[src/shared/mas_pkg.sv]
// Shared constants and types for the microcode address sequencer.
package mas_pkg;

	// Address and word geometry of the microprogram store.
	localparam int MAS_AW    = 6;
	localparam int MAS_DW    = 32;
	localparam int MAS_WORDS = 64;
	localparam int MAS_TW    = 6;
	localparam int MAS_CW    = 16;

	// Microinstruction field positions, upper half of the word.
	localparam int MAS_OP_HI  = 31;
	localparam int MAS_OP_LO  = 28;
	localparam int MAS_K_HI   = 27;
	localparam int MAS_K_LO   = 22;
	localparam int MAS_SEL_HI = 26;
	localparam int MAS_SEL_LO = 24;
	localparam int MAS_POL    = 23;
	localparam int MAS_OE     = 22;
	localparam int MAS_D_HI   = 21;
	localparam int MAS_D_LO   = 16;

	// Control output split and the two repurposed diagnostic pins.
	localparam int MAS_LO_BYTE_HI = 7;
	localparam int MAS_DIAG_SHIFT_CLOCK_BIT   = 6;
	localparam int MAS_MODE_BIT   = 7;

	// Test selector codes beyond the six test inputs.
	localparam logic [2:0] MAS_SEL_CC    = 3'h6;
	localparam logic [2:0] MAS_SEL_MATCH = 3'h7;

	// Values after reset.
	localparam logic [5:0]  MAS_PC_RST   = 6'h3F;
	localparam logic [5:0]  MAS_CNT_RST  = 6'h00;
	localparam logic [5:0]  MAS_SUB_RST  = 6'h00;
	localparam logic [31:0] MAS_PIPE_RST = 32'h0000_0000;
	localparam logic [31:0] MAS_SHD_RST  = 32'h0000_0000;
	localparam logic [5:0]  MAS_ZERO6    = 6'h00;
	localparam logic [5:0]  MAS_ONE6     = 6'h01;

	// Microinstruction operations.
	typedef enum logic [3:0] {
		MAS_OP_CONT,
		MAS_OP_JMP,
		MAS_OP_JMP_MASK,
		MAS_OP_JCOND,
		MAS_OP_JCOND_MASK,
		MAS_OP_WAIT,
		MAS_OP_CALL,
		MAS_OP_CALL2,
		MAS_OP_RET,
		MAS_OP_LDCNT_K,
		MAS_OP_LDCNT_BR,
		MAS_OP_LDCNT_SUB,
		MAS_OP_LOOP,
		MAS_OP_REPEAT,
		MAS_OP_CMP
	} mas_op_t;

	// Next address sources.
	typedef enum logic [1:0] {MAS_SRC_PC, MAS_SRC_INC, MAS_SRC_BR, MAS_SRC_SUB} mas_src_t;

	// Count register load sources.
	typedef enum logic [2:0] {
		MAS_CNT_HOLD, MAS_CNT_DEC, MAS_CNT_FIELD, MAS_CNT_SUB, MAS_CNT_BR
	} mas_cnt_t;

	// Subroutine register load sources.
	typedef enum logic [1:0] {MAS_SUB_HOLD, MAS_SUB_CNT, MAS_SUB_INC} mas_sub_t;

endpackage

[src/core/mas_prom.sv]
// Flip-flop microprogram store with a fetch port and a program port.
`timescale 1ns/1ns
module mas_prom (
	input  wire logic        clk_i,
	input  wire logic        rst_i,
	input  wire logic [5:0]  prog_addr_i,
	input  wire logic [31:0] prog_wdata_i,
	input  wire logic        prog_we_i,
	input  wire logic        prog_re_i,
	output logic      [31:0] prog_rdata_o,
	input  wire logic [5:0]  fetch_addr_i,
	output logic      [31:0] fetch_data_o
);

	logic [31:0] mem_r [mas_pkg::MAS_WORDS];
	logic [31:0] rdata_r;

	////////////////////////////////////////////////////////////////////////
	// One word per entry; contents survive reset like a fused array would.
	for (genvar gi = 0; gi < mas_pkg::MAS_WORDS; gi++) begin : g_word
		always_ff @(posedge clk_i) begin
			if (prog_we_i && prog_addr_i == 6'(gi)) begin
				mem_r[gi] <= prog_wdata_i;
			end
		end
	end

	////////////////////////////////////////////////////////////////////////
	// Read data stand for exactly one cycle after the read strobe.
	always_ff @(posedge clk_i) begin
		if (rst_i || !prog_re_i) begin
			rdata_r <= mas_pkg::MAS_PIPE_RST;
		end else begin
			rdata_r <= mem_r[prog_addr_i];
		end
	end

	// Fetch is combinational so the pipeline catches it on the next edge.
	assign fetch_data_o = mem_r[fetch_addr_i];
	assign prog_rdata_o = rdata_r;

endmodule

[src/core/mas_sequencer.sv]
// Microcode address sequencer with pipeline and diagnostic shadow register.
//
// Operation
// - Six-bit address picked from four sources.
// - Selecting the counter re-executes current word.
// - Incremented counter is the default next address.
// - Jumps and passing branches use branch value.
// - Returns take the subroutine register as address.
// - Subroutine register loads hold, count or increment.
// - Count and return registers nest each other.
// - Loops decrement count; zero detect ends them.
// - Count loads decrement, field, subroutine, branch value.
// - Branch value is field or masked tests.
// - Branch value serves as target and count.
// - Compare sets match on equality, else holds.
// - Eight tests: six inputs, condition, match.
// - Polarity bit inverts the selected test.
// - Sixty-four by thirty-two bit program store.
// - Pipeline holds the executing word meanwhile fetching.
// - Low sixteen bits leave as control outputs.
// - Upper control byte floats when enable bit clear.
// - Shadow captures pipeline or shifts serial input.
// - Shadow loads pipeline, shifts out, or holds.
// - Shadow option takes over four pins.
`timescale 1ns/1ns
module mas_sequencer (
	input  wire logic        clk_i,
	input  wire logic        rst_i,
	input  wire logic [5:0]  test_i,
	input  wire logic        cond_i,
	input  wire logic        shadow_en_i,
	input  wire logic [1:0]  ctrl_in_i,
	output logic      [15:0] ctrl_o,
	output logic      [15:0] ctrl_oe_o,
	output logic             zero_o,
	output logic      [5:0]  uaddr_o,
	input  wire logic [5:0]  prog_addr_i,
	input  wire logic [31:0] prog_wdata_i,
	input  wire logic        prog_we_i,
	input  wire logic        prog_re_i,
	output logic      [31:0] prog_rdata_o
);

	////////////////////////////////////////////////////////////////////////
	// Declarations.

	logic [5:0]  test_s1_r;
	logic [5:0]  test_s2_r;
	logic        cond_s1_r;
	logic        cond_s2_r;
	logic [1:0]  pin_s1_r;
	logic [1:0]  pin_s2_r;
	logic        diag_shift_clock_d_r;
	logic        shd_en_s1_r;
	logic        shd_en_s2_r;

	logic [5:0]  pc_r;
	logic [5:0]  cnt_r;
	logic [5:0]  sub_r;
	logic        match_r;
	logic [31:0] pipe_r;
	logic [31:0] shadow_r;
	logic        zero_pin_r;
	logic [15:0] ctrl_r;
	logic [15:0] ctrl_oe_r;

	logic [5:0]  pc_nxt;
	logic [5:0]  cnt_nxt;
	logic [5:0]  sub_nxt;
	logic [31:0] pipe_nxt;
	logic [31:0] shadow_nxt;
	logic [31:0] fetch_word;

	logic [5:0]  inc_val;
	logic [5:0]  dec_val;
	logic [5:0]  field_d;
	logic [5:0]  field_k;
	logic [5:0]  masked;
	logic [5:0]  br_val;
	logic        cnt_zero;
	logic        cond_pin;
	logic        diag_serial_in;
	logic        diag_shift_clock;
	logic        diag_mode;
	logic        diag_shift_clock_rise;
	logic        shd_shift;
	logic        shd_capture;
	logic        shd_force;
	logic        test_raw;
	logic        test_ok;
	logic        match_set;

	mas_pkg::mas_op_t  op;
	mas_pkg::mas_src_t src_sel;
	mas_pkg::mas_cnt_t cnt_sel;
	mas_pkg::mas_sub_t sub_sel;

	////////////////////////////////////////////////////////////////////////
	// Program store.

	mas_prom u_prom (
		.clk_i        (clk_i),
		.rst_i        (rst_i),
		.prog_addr_i  (prog_addr_i),
		.prog_wdata_i (prog_wdata_i),
		.prog_we_i    (prog_we_i),
		.prog_re_i    (prog_re_i),
		.prog_rdata_o (prog_rdata_o),
		.fetch_addr_i (pc_nxt),
		.fetch_data_o (fetch_word)
	);

	////////////////////////////////////////////////////////////////////////
	// Pin synchronisers.

	// Every pin passes two flops; the shift clock pin gets a third for its edge detect.
	always_ff @(posedge clk_i) begin
		if (rst_i) begin
			test_s1_r <= mas_pkg::MAS_ZERO6;
			test_s2_r <= mas_pkg::MAS_ZERO6;
			cond_s1_r <= 1'b0;
			cond_s2_r <= 1'b0;
			pin_s1_r  <= 2'h0;
			pin_s2_r  <= 2'h0;
			diag_shift_clock_d_r  <= 1'b0;
		end else begin
			test_s1_r <= test_i;
			test_s2_r <= test_s1_r;
			cond_s1_r <= cond_i;
			cond_s2_r <= cond_s1_r;
			pin_s1_r  <= ctrl_in_i;
			pin_s2_r  <= pin_s1_r;
			diag_shift_clock_d_r  <= pin_s2_r[0];
		end
	end

	// The option fuse is a pin too; no reset, so it has settled before release.
	always_ff @(posedge clk_i) begin
		shd_en_s1_r <= shadow_en_i;
		shd_en_s2_r <= shd_en_s1_r;
	end

	assign diag_serial_in   = shd_en_s2_r & cond_s2_r;
	assign cond_pin         = ~shd_en_s2_r & cond_s2_r;
	assign diag_shift_clock = shd_en_s2_r & pin_s2_r[0];
	assign diag_mode        = shd_en_s2_r & pin_s2_r[1];

	// The shift clock is sampled, so it must run well below the system clock.
	assign diag_shift_clock_rise = diag_shift_clock & ~diag_shift_clock_d_r;

	////////////////////////////////////////////////////////////////////////
	// Shadow register operations.

	// Force, shift out, hold
	// With mode high the serial input line picks force or capture.
	assign shd_shift   = diag_shift_clock_rise & ~diag_mode;
	assign shd_capture = diag_shift_clock_rise & diag_mode & ~diag_serial_in;
	assign shd_force   = diag_shift_clock_rise & diag_mode & diag_serial_in;

	// Shadow next value; no shift clock edge means it holds.
	always_comb begin
		shadow_nxt = shadow_r;
		if (shd_shift) begin
			shadow_nxt = {shadow_r[30:0], diag_serial_in};
		end else if (shd_capture) begin
			shadow_nxt = pipe_r;
		end
	end

	// Shadow register state.
	always_ff @(posedge clk_i) begin
		if (rst_i) begin
			shadow_r <= mas_pkg::MAS_SHD_RST;
		end else begin
			shadow_r <= shadow_nxt;
		end
	end

	////////////////////////////////////////////////////////////////////////
	// Field decode and branch value.

	assign op      = mas_pkg::mas_op_t'(pipe_r[mas_pkg::MAS_OP_HI:mas_pkg::MAS_OP_LO]);
	assign field_d = pipe_r[mas_pkg::MAS_D_HI:mas_pkg::MAS_D_LO];
	assign field_k = pipe_r[mas_pkg::MAS_K_HI:mas_pkg::MAS_K_LO];
	assign inc_val = pc_r + mas_pkg::MAS_ONE6;
	assign dec_val = cnt_r - mas_pkg::MAS_ONE6;

	assign cnt_zero = (cnt_r == mas_pkg::MAS_ZERO6);

	assign masked = test_s2_r & field_d;

	// Masked or direct value
	// The masked-form jumps, and a branch count load with the polarity bit set, take the tests as the value.
	assign br_val = (op == mas_pkg::MAS_OP_JMP_MASK || op == mas_pkg::MAS_OP_JCOND_MASK ||
		op == mas_pkg::MAS_OP_LDCNT_BR && pipe_r[mas_pkg::MAS_POL]) ? masked : field_d;

	////////////////////////////////////////////////////////////////////////
	// Condition selection.

	always_comb begin
		case (pipe_r[mas_pkg::MAS_SEL_HI:mas_pkg::MAS_SEL_LO])
			mas_pkg::MAS_SEL_CC:    test_raw = cond_pin;
			mas_pkg::MAS_SEL_MATCH: test_raw = match_r;
			default:                test_raw = test_s2_r[pipe_r[mas_pkg::MAS_SEL_LO +: 3]];
		endcase
	end

	assign test_ok = test_raw ^ pipe_r[mas_pkg::MAS_POL];

	assign match_set = (op == mas_pkg::MAS_OP_CMP) && (masked == field_k);

	////////////////////////////////////////////////////////////////////////
	// Instruction decode.

	// Each operation chooses the address source and the two register loads.
	always_comb begin
		src_sel = mas_pkg::MAS_SRC_INC;
		cnt_sel = mas_pkg::MAS_CNT_HOLD;
		sub_sel = mas_pkg::MAS_SUB_HOLD;
		case (op)
			mas_pkg::MAS_OP_CONT: src_sel = mas_pkg::MAS_SRC_INC;
			mas_pkg::MAS_OP_JMP, mas_pkg::MAS_OP_JMP_MASK: src_sel = mas_pkg::MAS_SRC_BR;
			mas_pkg::MAS_OP_JCOND, mas_pkg::MAS_OP_JCOND_MASK: begin
				if (test_ok) begin
					src_sel = mas_pkg::MAS_SRC_BR;
				end
			end
			mas_pkg::MAS_OP_WAIT: begin
				if (!test_ok) begin
					src_sel = mas_pkg::MAS_SRC_PC;
				end
			end
			mas_pkg::MAS_OP_CALL: begin
				if (test_ok) begin
					src_sel = mas_pkg::MAS_SRC_BR;
					sub_sel = mas_pkg::MAS_SUB_INC;
				end
			end
			mas_pkg::MAS_OP_CALL2: begin
				if (test_ok) begin
					src_sel = mas_pkg::MAS_SRC_BR;
					sub_sel = mas_pkg::MAS_SUB_INC;
					cnt_sel = mas_pkg::MAS_CNT_SUB;
				end
			end
			mas_pkg::MAS_OP_RET: begin
				if (test_ok) begin
					src_sel = mas_pkg::MAS_SRC_SUB;
					sub_sel = mas_pkg::MAS_SUB_CNT;
				end
			end
			mas_pkg::MAS_OP_LDCNT_K: cnt_sel = mas_pkg::MAS_CNT_FIELD;
			mas_pkg::MAS_OP_LDCNT_BR: cnt_sel = mas_pkg::MAS_CNT_BR;
			// Loop count saved in subroutine register
			mas_pkg::MAS_OP_LDCNT_SUB: begin
				cnt_sel = mas_pkg::MAS_CNT_SUB;
				sub_sel = mas_pkg::MAS_SUB_CNT;
			end
			mas_pkg::MAS_OP_LOOP: begin
				if (!cnt_zero) begin
					src_sel = mas_pkg::MAS_SRC_BR;
					cnt_sel = mas_pkg::MAS_CNT_DEC;
				end
			end
			mas_pkg::MAS_OP_REPEAT: begin
				if (!cnt_zero) begin
					src_sel = mas_pkg::MAS_SRC_PC;
					cnt_sel = mas_pkg::MAS_CNT_DEC;
				end
			end
			mas_pkg::MAS_OP_CMP: src_sel = mas_pkg::MAS_SRC_INC;
			default: src_sel = mas_pkg::MAS_SRC_INC;
		endcase
	end

	////////////////////////////////////////////////////////////////////////
	// Next-state selectors.

	always_comb begin
		case (src_sel)
			mas_pkg::MAS_SRC_PC:  pc_nxt = pc_r;
			mas_pkg::MAS_SRC_BR:  pc_nxt = br_val;
			mas_pkg::MAS_SRC_SUB: pc_nxt = sub_r;
			default:              pc_nxt = inc_val;
		endcase
	end

	always_comb begin
		case (cnt_sel)
			mas_pkg::MAS_CNT_DEC:   cnt_nxt = dec_val;
			mas_pkg::MAS_CNT_FIELD: cnt_nxt = field_k;
			mas_pkg::MAS_CNT_SUB:   cnt_nxt = sub_r;
			mas_pkg::MAS_CNT_BR:    cnt_nxt = br_val;
			default:                cnt_nxt = cnt_r;
		endcase
	end

	always_comb begin
		case (sub_sel)
			mas_pkg::MAS_SUB_CNT: sub_nxt = cnt_r;
			mas_pkg::MAS_SUB_INC: sub_nxt = inc_val;
			default:              sub_nxt = sub_r;
		endcase
	end

	// Force into pipeline
	// A forced word replaces the fetch and the address stays put for it.
	assign pipe_nxt = shd_force ? shadow_r : fetch_word;

	////////////////////////////////////////////////////////////////////////
	// Sequencer state, all on one edge.

	// Reset restarts at zero
	// The pipeline resets to a plain step from the last word, so the
	// first fetch after release is word zero.
	always_ff @(posedge clk_i) begin
		if (rst_i) begin
			pc_r   <= mas_pkg::MAS_PC_RST;
			pipe_r <= mas_pkg::MAS_PIPE_RST;
		end else begin
			pc_r   <= shd_force ? pc_r : pc_nxt;
			pipe_r <= pipe_nxt;
		end
	end

	always_ff @(posedge clk_i) begin
		if (rst_i) begin
			cnt_r <= mas_pkg::MAS_CNT_RST;
			sub_r <= mas_pkg::MAS_SUB_RST;
		end else begin
			cnt_r <= cnt_nxt;
			sub_r <= sub_nxt;
		end
	end

	always_ff @(posedge clk_i) begin
		if (rst_i) begin
			match_r <= 1'b0;
		end else if (match_set) begin
			match_r <= 1'b1;
		end
	end

	////////////////////////////////////////////////////////////////////////
	// Output registers.

	// Zero pin carries serial out
	// Registered from next values so the pin tracks the state flops.
	always_ff @(posedge clk_i) begin
		if (rst_i) begin
			zero_pin_r <= 1'b1;
		end else if (shd_en_s2_r) begin
			zero_pin_r <= shadow_nxt[mas_pkg::MAS_DW - 1];
		end else begin
			zero_pin_r <= (cnt_nxt == mas_pkg::MAS_ZERO6);
		end
	end

	// Pins six and seven become inputs
	always_ff @(posedge clk_i) begin
		if (rst_i) begin
			ctrl_r    <= 16'h0000;
			ctrl_oe_r <= 16'h0000;
		end else begin
			ctrl_r <= pipe_nxt[mas_pkg::MAS_CW - 1:0];
			ctrl_oe_r[mas_pkg::MAS_CW - 1:mas_pkg::MAS_LO_BYTE_HI + 1] <=
				{8{pipe_nxt[mas_pkg::MAS_OE]}};
			ctrl_oe_r[mas_pkg::MAS_LO_BYTE_HI:0] <=
				shd_en_s2_r ? 8'h3F : 8'hFF;
		end
	end

	assign ctrl_o    = ctrl_r;
	assign ctrl_oe_o = ctrl_oe_r;
	assign zero_o    = zero_pin_r;
	assign uaddr_o   = pc_r;

endmodule

[config.mk]
export PLATFORM = sky130hd
export DESIGN_NAME = mas_sequencer
export DESIGN_NICKNAME = d
export VERILOG_FILES = /design/src/shared/mas_pkg.sv /design/src/core/mas_prom.sv /design/src/core/mas_sequencer.sv
export SDC_FILE = /design/constraint.sdc
export NUM_CORES = 2
export LEC_CHECK = 0
export BUFFER_PORTS_ARGS = -buffer_cell sky130_fd_sc_hd__buf_2
export CORE_ASPECT_RATIO = 2
export CORE_MARGIN = 2
export CORE_UTILIZATION = 50
export CTS_CLUSTER_DIAMETER = 150
export DETAILED_ROUTE_END_ITERATION = 16
export PLACE_DENSITY = 0.66
export SETUP_SLACK_MARGIN = 0.15
export SYNTH_ARGS = -nofsm -noshare
export SYNTH_HDL_FRONTEND = slang
export SYNTH_SLANG_ARGS = --single-unit
export TNS_END_PERCENT = 20
[constraint.sdc]
create_clock -name clk_i -period 5.8 [get_ports clk_i]
set_input_delay 0.29 -clock clk_i [delete_from_list [all_inputs] [get_ports clk_i]]
set_output_delay 0.29 -clock clk_i [all_outputs]
set_load 0.02 [all_outputs]
==> flow_results.org <==
** Drt
- Post-route DRC :: 0
- Once detail routing completed, the nets flagged for antenna violations numbered 0.
- Length of the first detailed-routing pass in iterations :: 6
- Count of vias placed by the detailed router :: 73,200
- Routed wire length per instance :: 39.3 um
- First DRT Iteration DRCs :: 11,500
- Using the TritonRoute via totals, the vias-per-cell ratio works out to 7.26.
- Wires add up to 397,000 um.

** Critical path
- Peak fanout along the critical path :: 106
- The critical path is of the reg -> reg type.
- STA puts the critical path data arrival time at 6.42 ns.
- Setup crit end kind :: flip-flop
- Sort of element at the start of the critical path :: flip-flop
- STA puts the critical path data required time at 6.43 ns.

** Timing
- For the pin with the worst max-slew slack, the measured transition is 1.56 ns.
- Max Clk Rate :: 0.172 GHz
- Clock skew on the completed layout was measured at 0.0561 ns.
- For the finished layout, the period the worst path requires is 5.80 ns.
- Final hold analysis gives a worst-case slack of 0.0527 ns.
- Headroom to the max-slew limit came out at -0.0413.
- Setup repair after global routing could not meet its margin everywhere.
- Max-slew violations :: 36
- Setup violations remaining at the end of the flow were counted as 0.
- Ratio of final minimum period to clock period :: 1.00
- Setup slack after layout :: 0.00254 ns
- Number of failing hold endpoints at the final stage :: 0

** Clock tree
- The cell sitting at the root of the clock tree is a sky130_fd_sc_hd__clkbuf_16.
- Counting the buffers created by CTS gives 193.
- CTS tree :: yes
- No sink is reached through more buffers than the 4 on the longest clock path.
- Clock transition at the registers of the reported paths :: 0.07 ns
- Buffer count from post-CTS setup fixing :: 0
- The H-tree was split into 4 levels.
- The clock reaches the later pin of the worst-skew pair after 0.90 ns.
- Clock sinks :: 2,187

** Hold path
- The tightest min-delay check is of the in -> reg type.

** Die
- The die is 642 um tall.
- The floorplan step defined a die boundary enclosing 207,000 um2.
- The floorplan step set the die width to 323 um.
- After floorplanning, the core was divided into 234 placement rows.
- The floorplan step defined a core boundary enclosing 203,000 um2.
- Number of ports placed on the die boundary :: 123
- The initial utilization of the core area, before any placement, comes to 0.502.

** Layout
- The multi-input combinational cells in the finished layout cover a total of 35,300 um2.
- Cell area after layout :: 113,000 um2
- P&R area growth vs syn :: 11.3%
- Fraction of final layout cells sized beyond drive strength 1 :: 0.199
- For this run, the number of standard cells in the final layout without fillers is 10,100.
- Net count reported at finish :: 7,232
- In the final layout, flip-flops and latches occupy 64,300 um2.
- Count of filler cells inserted in the layout :: 16,000

** GRT
- In the global route stage, overall resource usage came out at 0.380.
- Via count of the first global-routing pass :: 71,100
- The number of antenna violations at the first check in global routing came to 37.
- Entering global routing, the biggest net connects 159 pins.
- The total overflow left after global routing is 0.
- First-pass GRT wire length :: 544,000 um

** Synthesis
- Count of mapped cells out of synthesis :: 7,187
- Dominant cell by count in the synthesized netlist :: sky130_fd_sc_hd__edfxtp_1
- In this run, synthesis produced a sequential element count of 2,187.
- By count the netlist is led by 2,048 x sky130_fd_sc_hd__edfxtp_1, 1,633 x sky130_fd_sc_hd__nand2_1, 673 x sky130_fd_sc_hd__mux4_2.
- In the post-synthesis netlist, the biggest area contributors are sky130_fd_sc_hd__edfxtp_1 60%, sky130_fd_sc_hd__mux4_2 15%, sky130_fd_sc_hd__nand2_1 6.0%, sky130_fd_sc_hd__dfxtp_1 2.7%, sky130_fd_sc_hd__a21oi_1 2.3%.
- Synth Net Count :: 7,242
- Fraction of registers with async set or reset after synthesis :: 0
- The synthesized design contains 2,048 enable-type register cells.
- Post-synth cell types :: 65
- Sequential cell area fraction in the yosys report :: 0.632
- A synthesized cell averages 14.1 um2.
- The most used flip-flop cell after synthesis is sky130_fd_sc_hd__edfxtp_1.
- Mapped cell area :: 102,000 um2
- Of the post-synthesis cell area, the dominant cell type holds 0.605.
- Yosys warning count :: 0
- Yosys top cell by area :: sky130_fd_sc_hd__edfxtp_1

** Placed design
- Once placement completed, the tool counted placed cells totaling 9,686.
- Cell area after placement :: 107,000 um2
- Post-placement worst setup slack :: 0.205 ns
- Count of port buffers added during placement :: 122
- Detailed Place HPWL :: 239,000 um
- RD Place Congestion :: 0.925

** Pwr
- Total design power :: 0.0704 W
- IR analysis of the VDD net gives a maximum drop of 1.11 mV.
- Total power per unit cell area :: 622 nW/um2
- Static leakage power :: 37.7 nW

** Status
- The run finished, with violations left.
- Violations in the final reports :: max-capacitance violations, max-slew violations

** Job
- # Max-Cap Violations :: 3
[state kept, by name (all words and copies together) (netlist names), 6 cells and up]
| signal | flops |
|---|---|
| shadow_r | 32 |
| cnt_r | 6 |
| test_s2_r | 6 |
| uaddr_o | 6 |
| sub_r | 6 |
| test_s1_r | 6 |
| pipe_r | 32 |
| u_prom.mem_r | 2048 |
| u_prom.prog_rdata_o | 32 |
[worst paths after layout]
kind | depth (start not counted) | endpoint | slack [ns] | start
worst max-delay path | 10 | pipe_r[25] | 0.003 | pipe_r[24]
worst min-delay path | 2 | shd_en_s1_r | 0.05 | shadow_en_i
worst max register to register | 10 | pipe_r[25] | 0.003 | pipe_r[24]
worst min register to register | 0 | shd_en_s2_r | 0.34 | shd_en_s1_r
[what timing repair did]
item / CTS / global route
endpoints found under the setup margin: 0 / 3
gates resized for setup: 0 / 1
hold buffers: 10 / 0
endpoints found under the hold margin: 10 / 0
[metal layers]
layer	track usage	share of wire	routed length, um	vias up
li1	-	-	-	28100
met1	0.424	0.30	118000	36800
met2	0.598	0.47	185000	6345
met3	0.0924	0.12	48300	1945
met4	0.353	0.11	44500	18
met5	0	0.00030	119	-
[placed cells by master (no fill, tap or decap), types with 32 or more instances in the layout]
master,instances
sky130_fd_sc_hd__buf_2,117
sky130_fd_sc_hd__mux4_2,673
sky130_fd_sc_hd__nor2_4,67
sky130_fd_sc_hd__nor4_1,35
sky130_fd_sc_hd__a21oi_1,464
sky130_fd_sc_hd__diode_2,46
sky130_fd_sc_hd__a22o_1,32
sky130_fd_sc_hd__a31oi_1,156
sky130_fd_sc_hd__a22oi_1,35
sky130_fd_sc_hd__clkinv_2,37
sky130_fd_sc_hd__o22ai_1,127
sky130_fd_sc_hd__mux2i_1,145
sky130_fd_sc_hd__dfxtp_1,139
sky130_fd_sc_hd__clkbuf_1,37
sky130_fd_sc_hd__o21ai_0,78
sky130_fd_sc_hd__nand3_1,154
sky130_fd_sc_hd__nor2b_1,56
sky130_fd_sc_hd__o221ai_1,33
sky130_fd_sc_hd__buf_12,81
sky130_fd_sc_hd__a311oi_1,62
sky130_fd_sc_hd__buf_4,197
sky130_fd_sc_hd__nor2_1,77
sky130_fd_sc_hd__a211oi_1,126
sky130_fd_sc_hd__nand2_1,1624
sky130_fd_sc_hd__and3_1,217
sky130_fd_sc_hd__edfxtp_1,2048
sky130_fd_sc_hd__clkbuf_16,201
[layout make-up]
class / count / area share
antenna: 46 / 0.00102
clock buffer: 245 / 0.0465
sequential: 2187 / 0.568
inverter: 8 / 0.000265
timing repair buffer: 409 / 0.0340
clock inverter: 101 / 0.00851
multi-input combinational: 4378 / 0.312
tap: 2714 / 0.0300
[kinds of logic after synthesis]
group                      after synthesis  synth area share
adders and majority gates                3          0.000369
muxes                                  830             0.165
and+or+nand+nor                       2283            0.0950
xor gates and xnor gates                17           0.00146
DFF                                   2187             0.632
AOI/OAI and AO/OA                     1245            0.0791
buffers and inverters                  622            0.0271
[critical path, stage by stage (launching register included)]
cell and delay, ns:
sky130_fd_sc_hd__dfxtp_1 0.57, sky130_fd_sc_hd__mux4_2 0.58, sky130_fd_sc_hd__or3b_1 0.38, sky130_fd_sc_hd__o2111ai_2 0.25, sky130_fd_sc_hd__mux2i_1 0.26, sky130_fd_sc_hd__o21ai_4 0.44, sky130_fd_sc_hd__mux2i_4 0.49, sky130_fd_sc_hd__buf_12 0.50
sky130_fd_sc_hd__a31oi_1 0.23, sky130_fd_sc_hd__a2111oi_2 1.15, sky130_fd_sc_hd__a221oi_1 0.49
[power by group]
part / switching (W) / total (W) / internal, W
Sequential: 0.000508 / 0.0180 / 0.0175
Combinational: 0.0273 / 0.0391 / 0.0118
Clock: 0.00597 / 0.0132 / 0.00722
[per-stage QoR]
stage	setup TNS, ns	util
2_1_floorplan	0	-
3_3_place_gp	-0.611	0.527
3_5_place_dp	0	0.527
4_1_cts	0	0.558
5_1_grt	0	0.558
6_report	0	0.559
(Power assumes the default switching activity.)
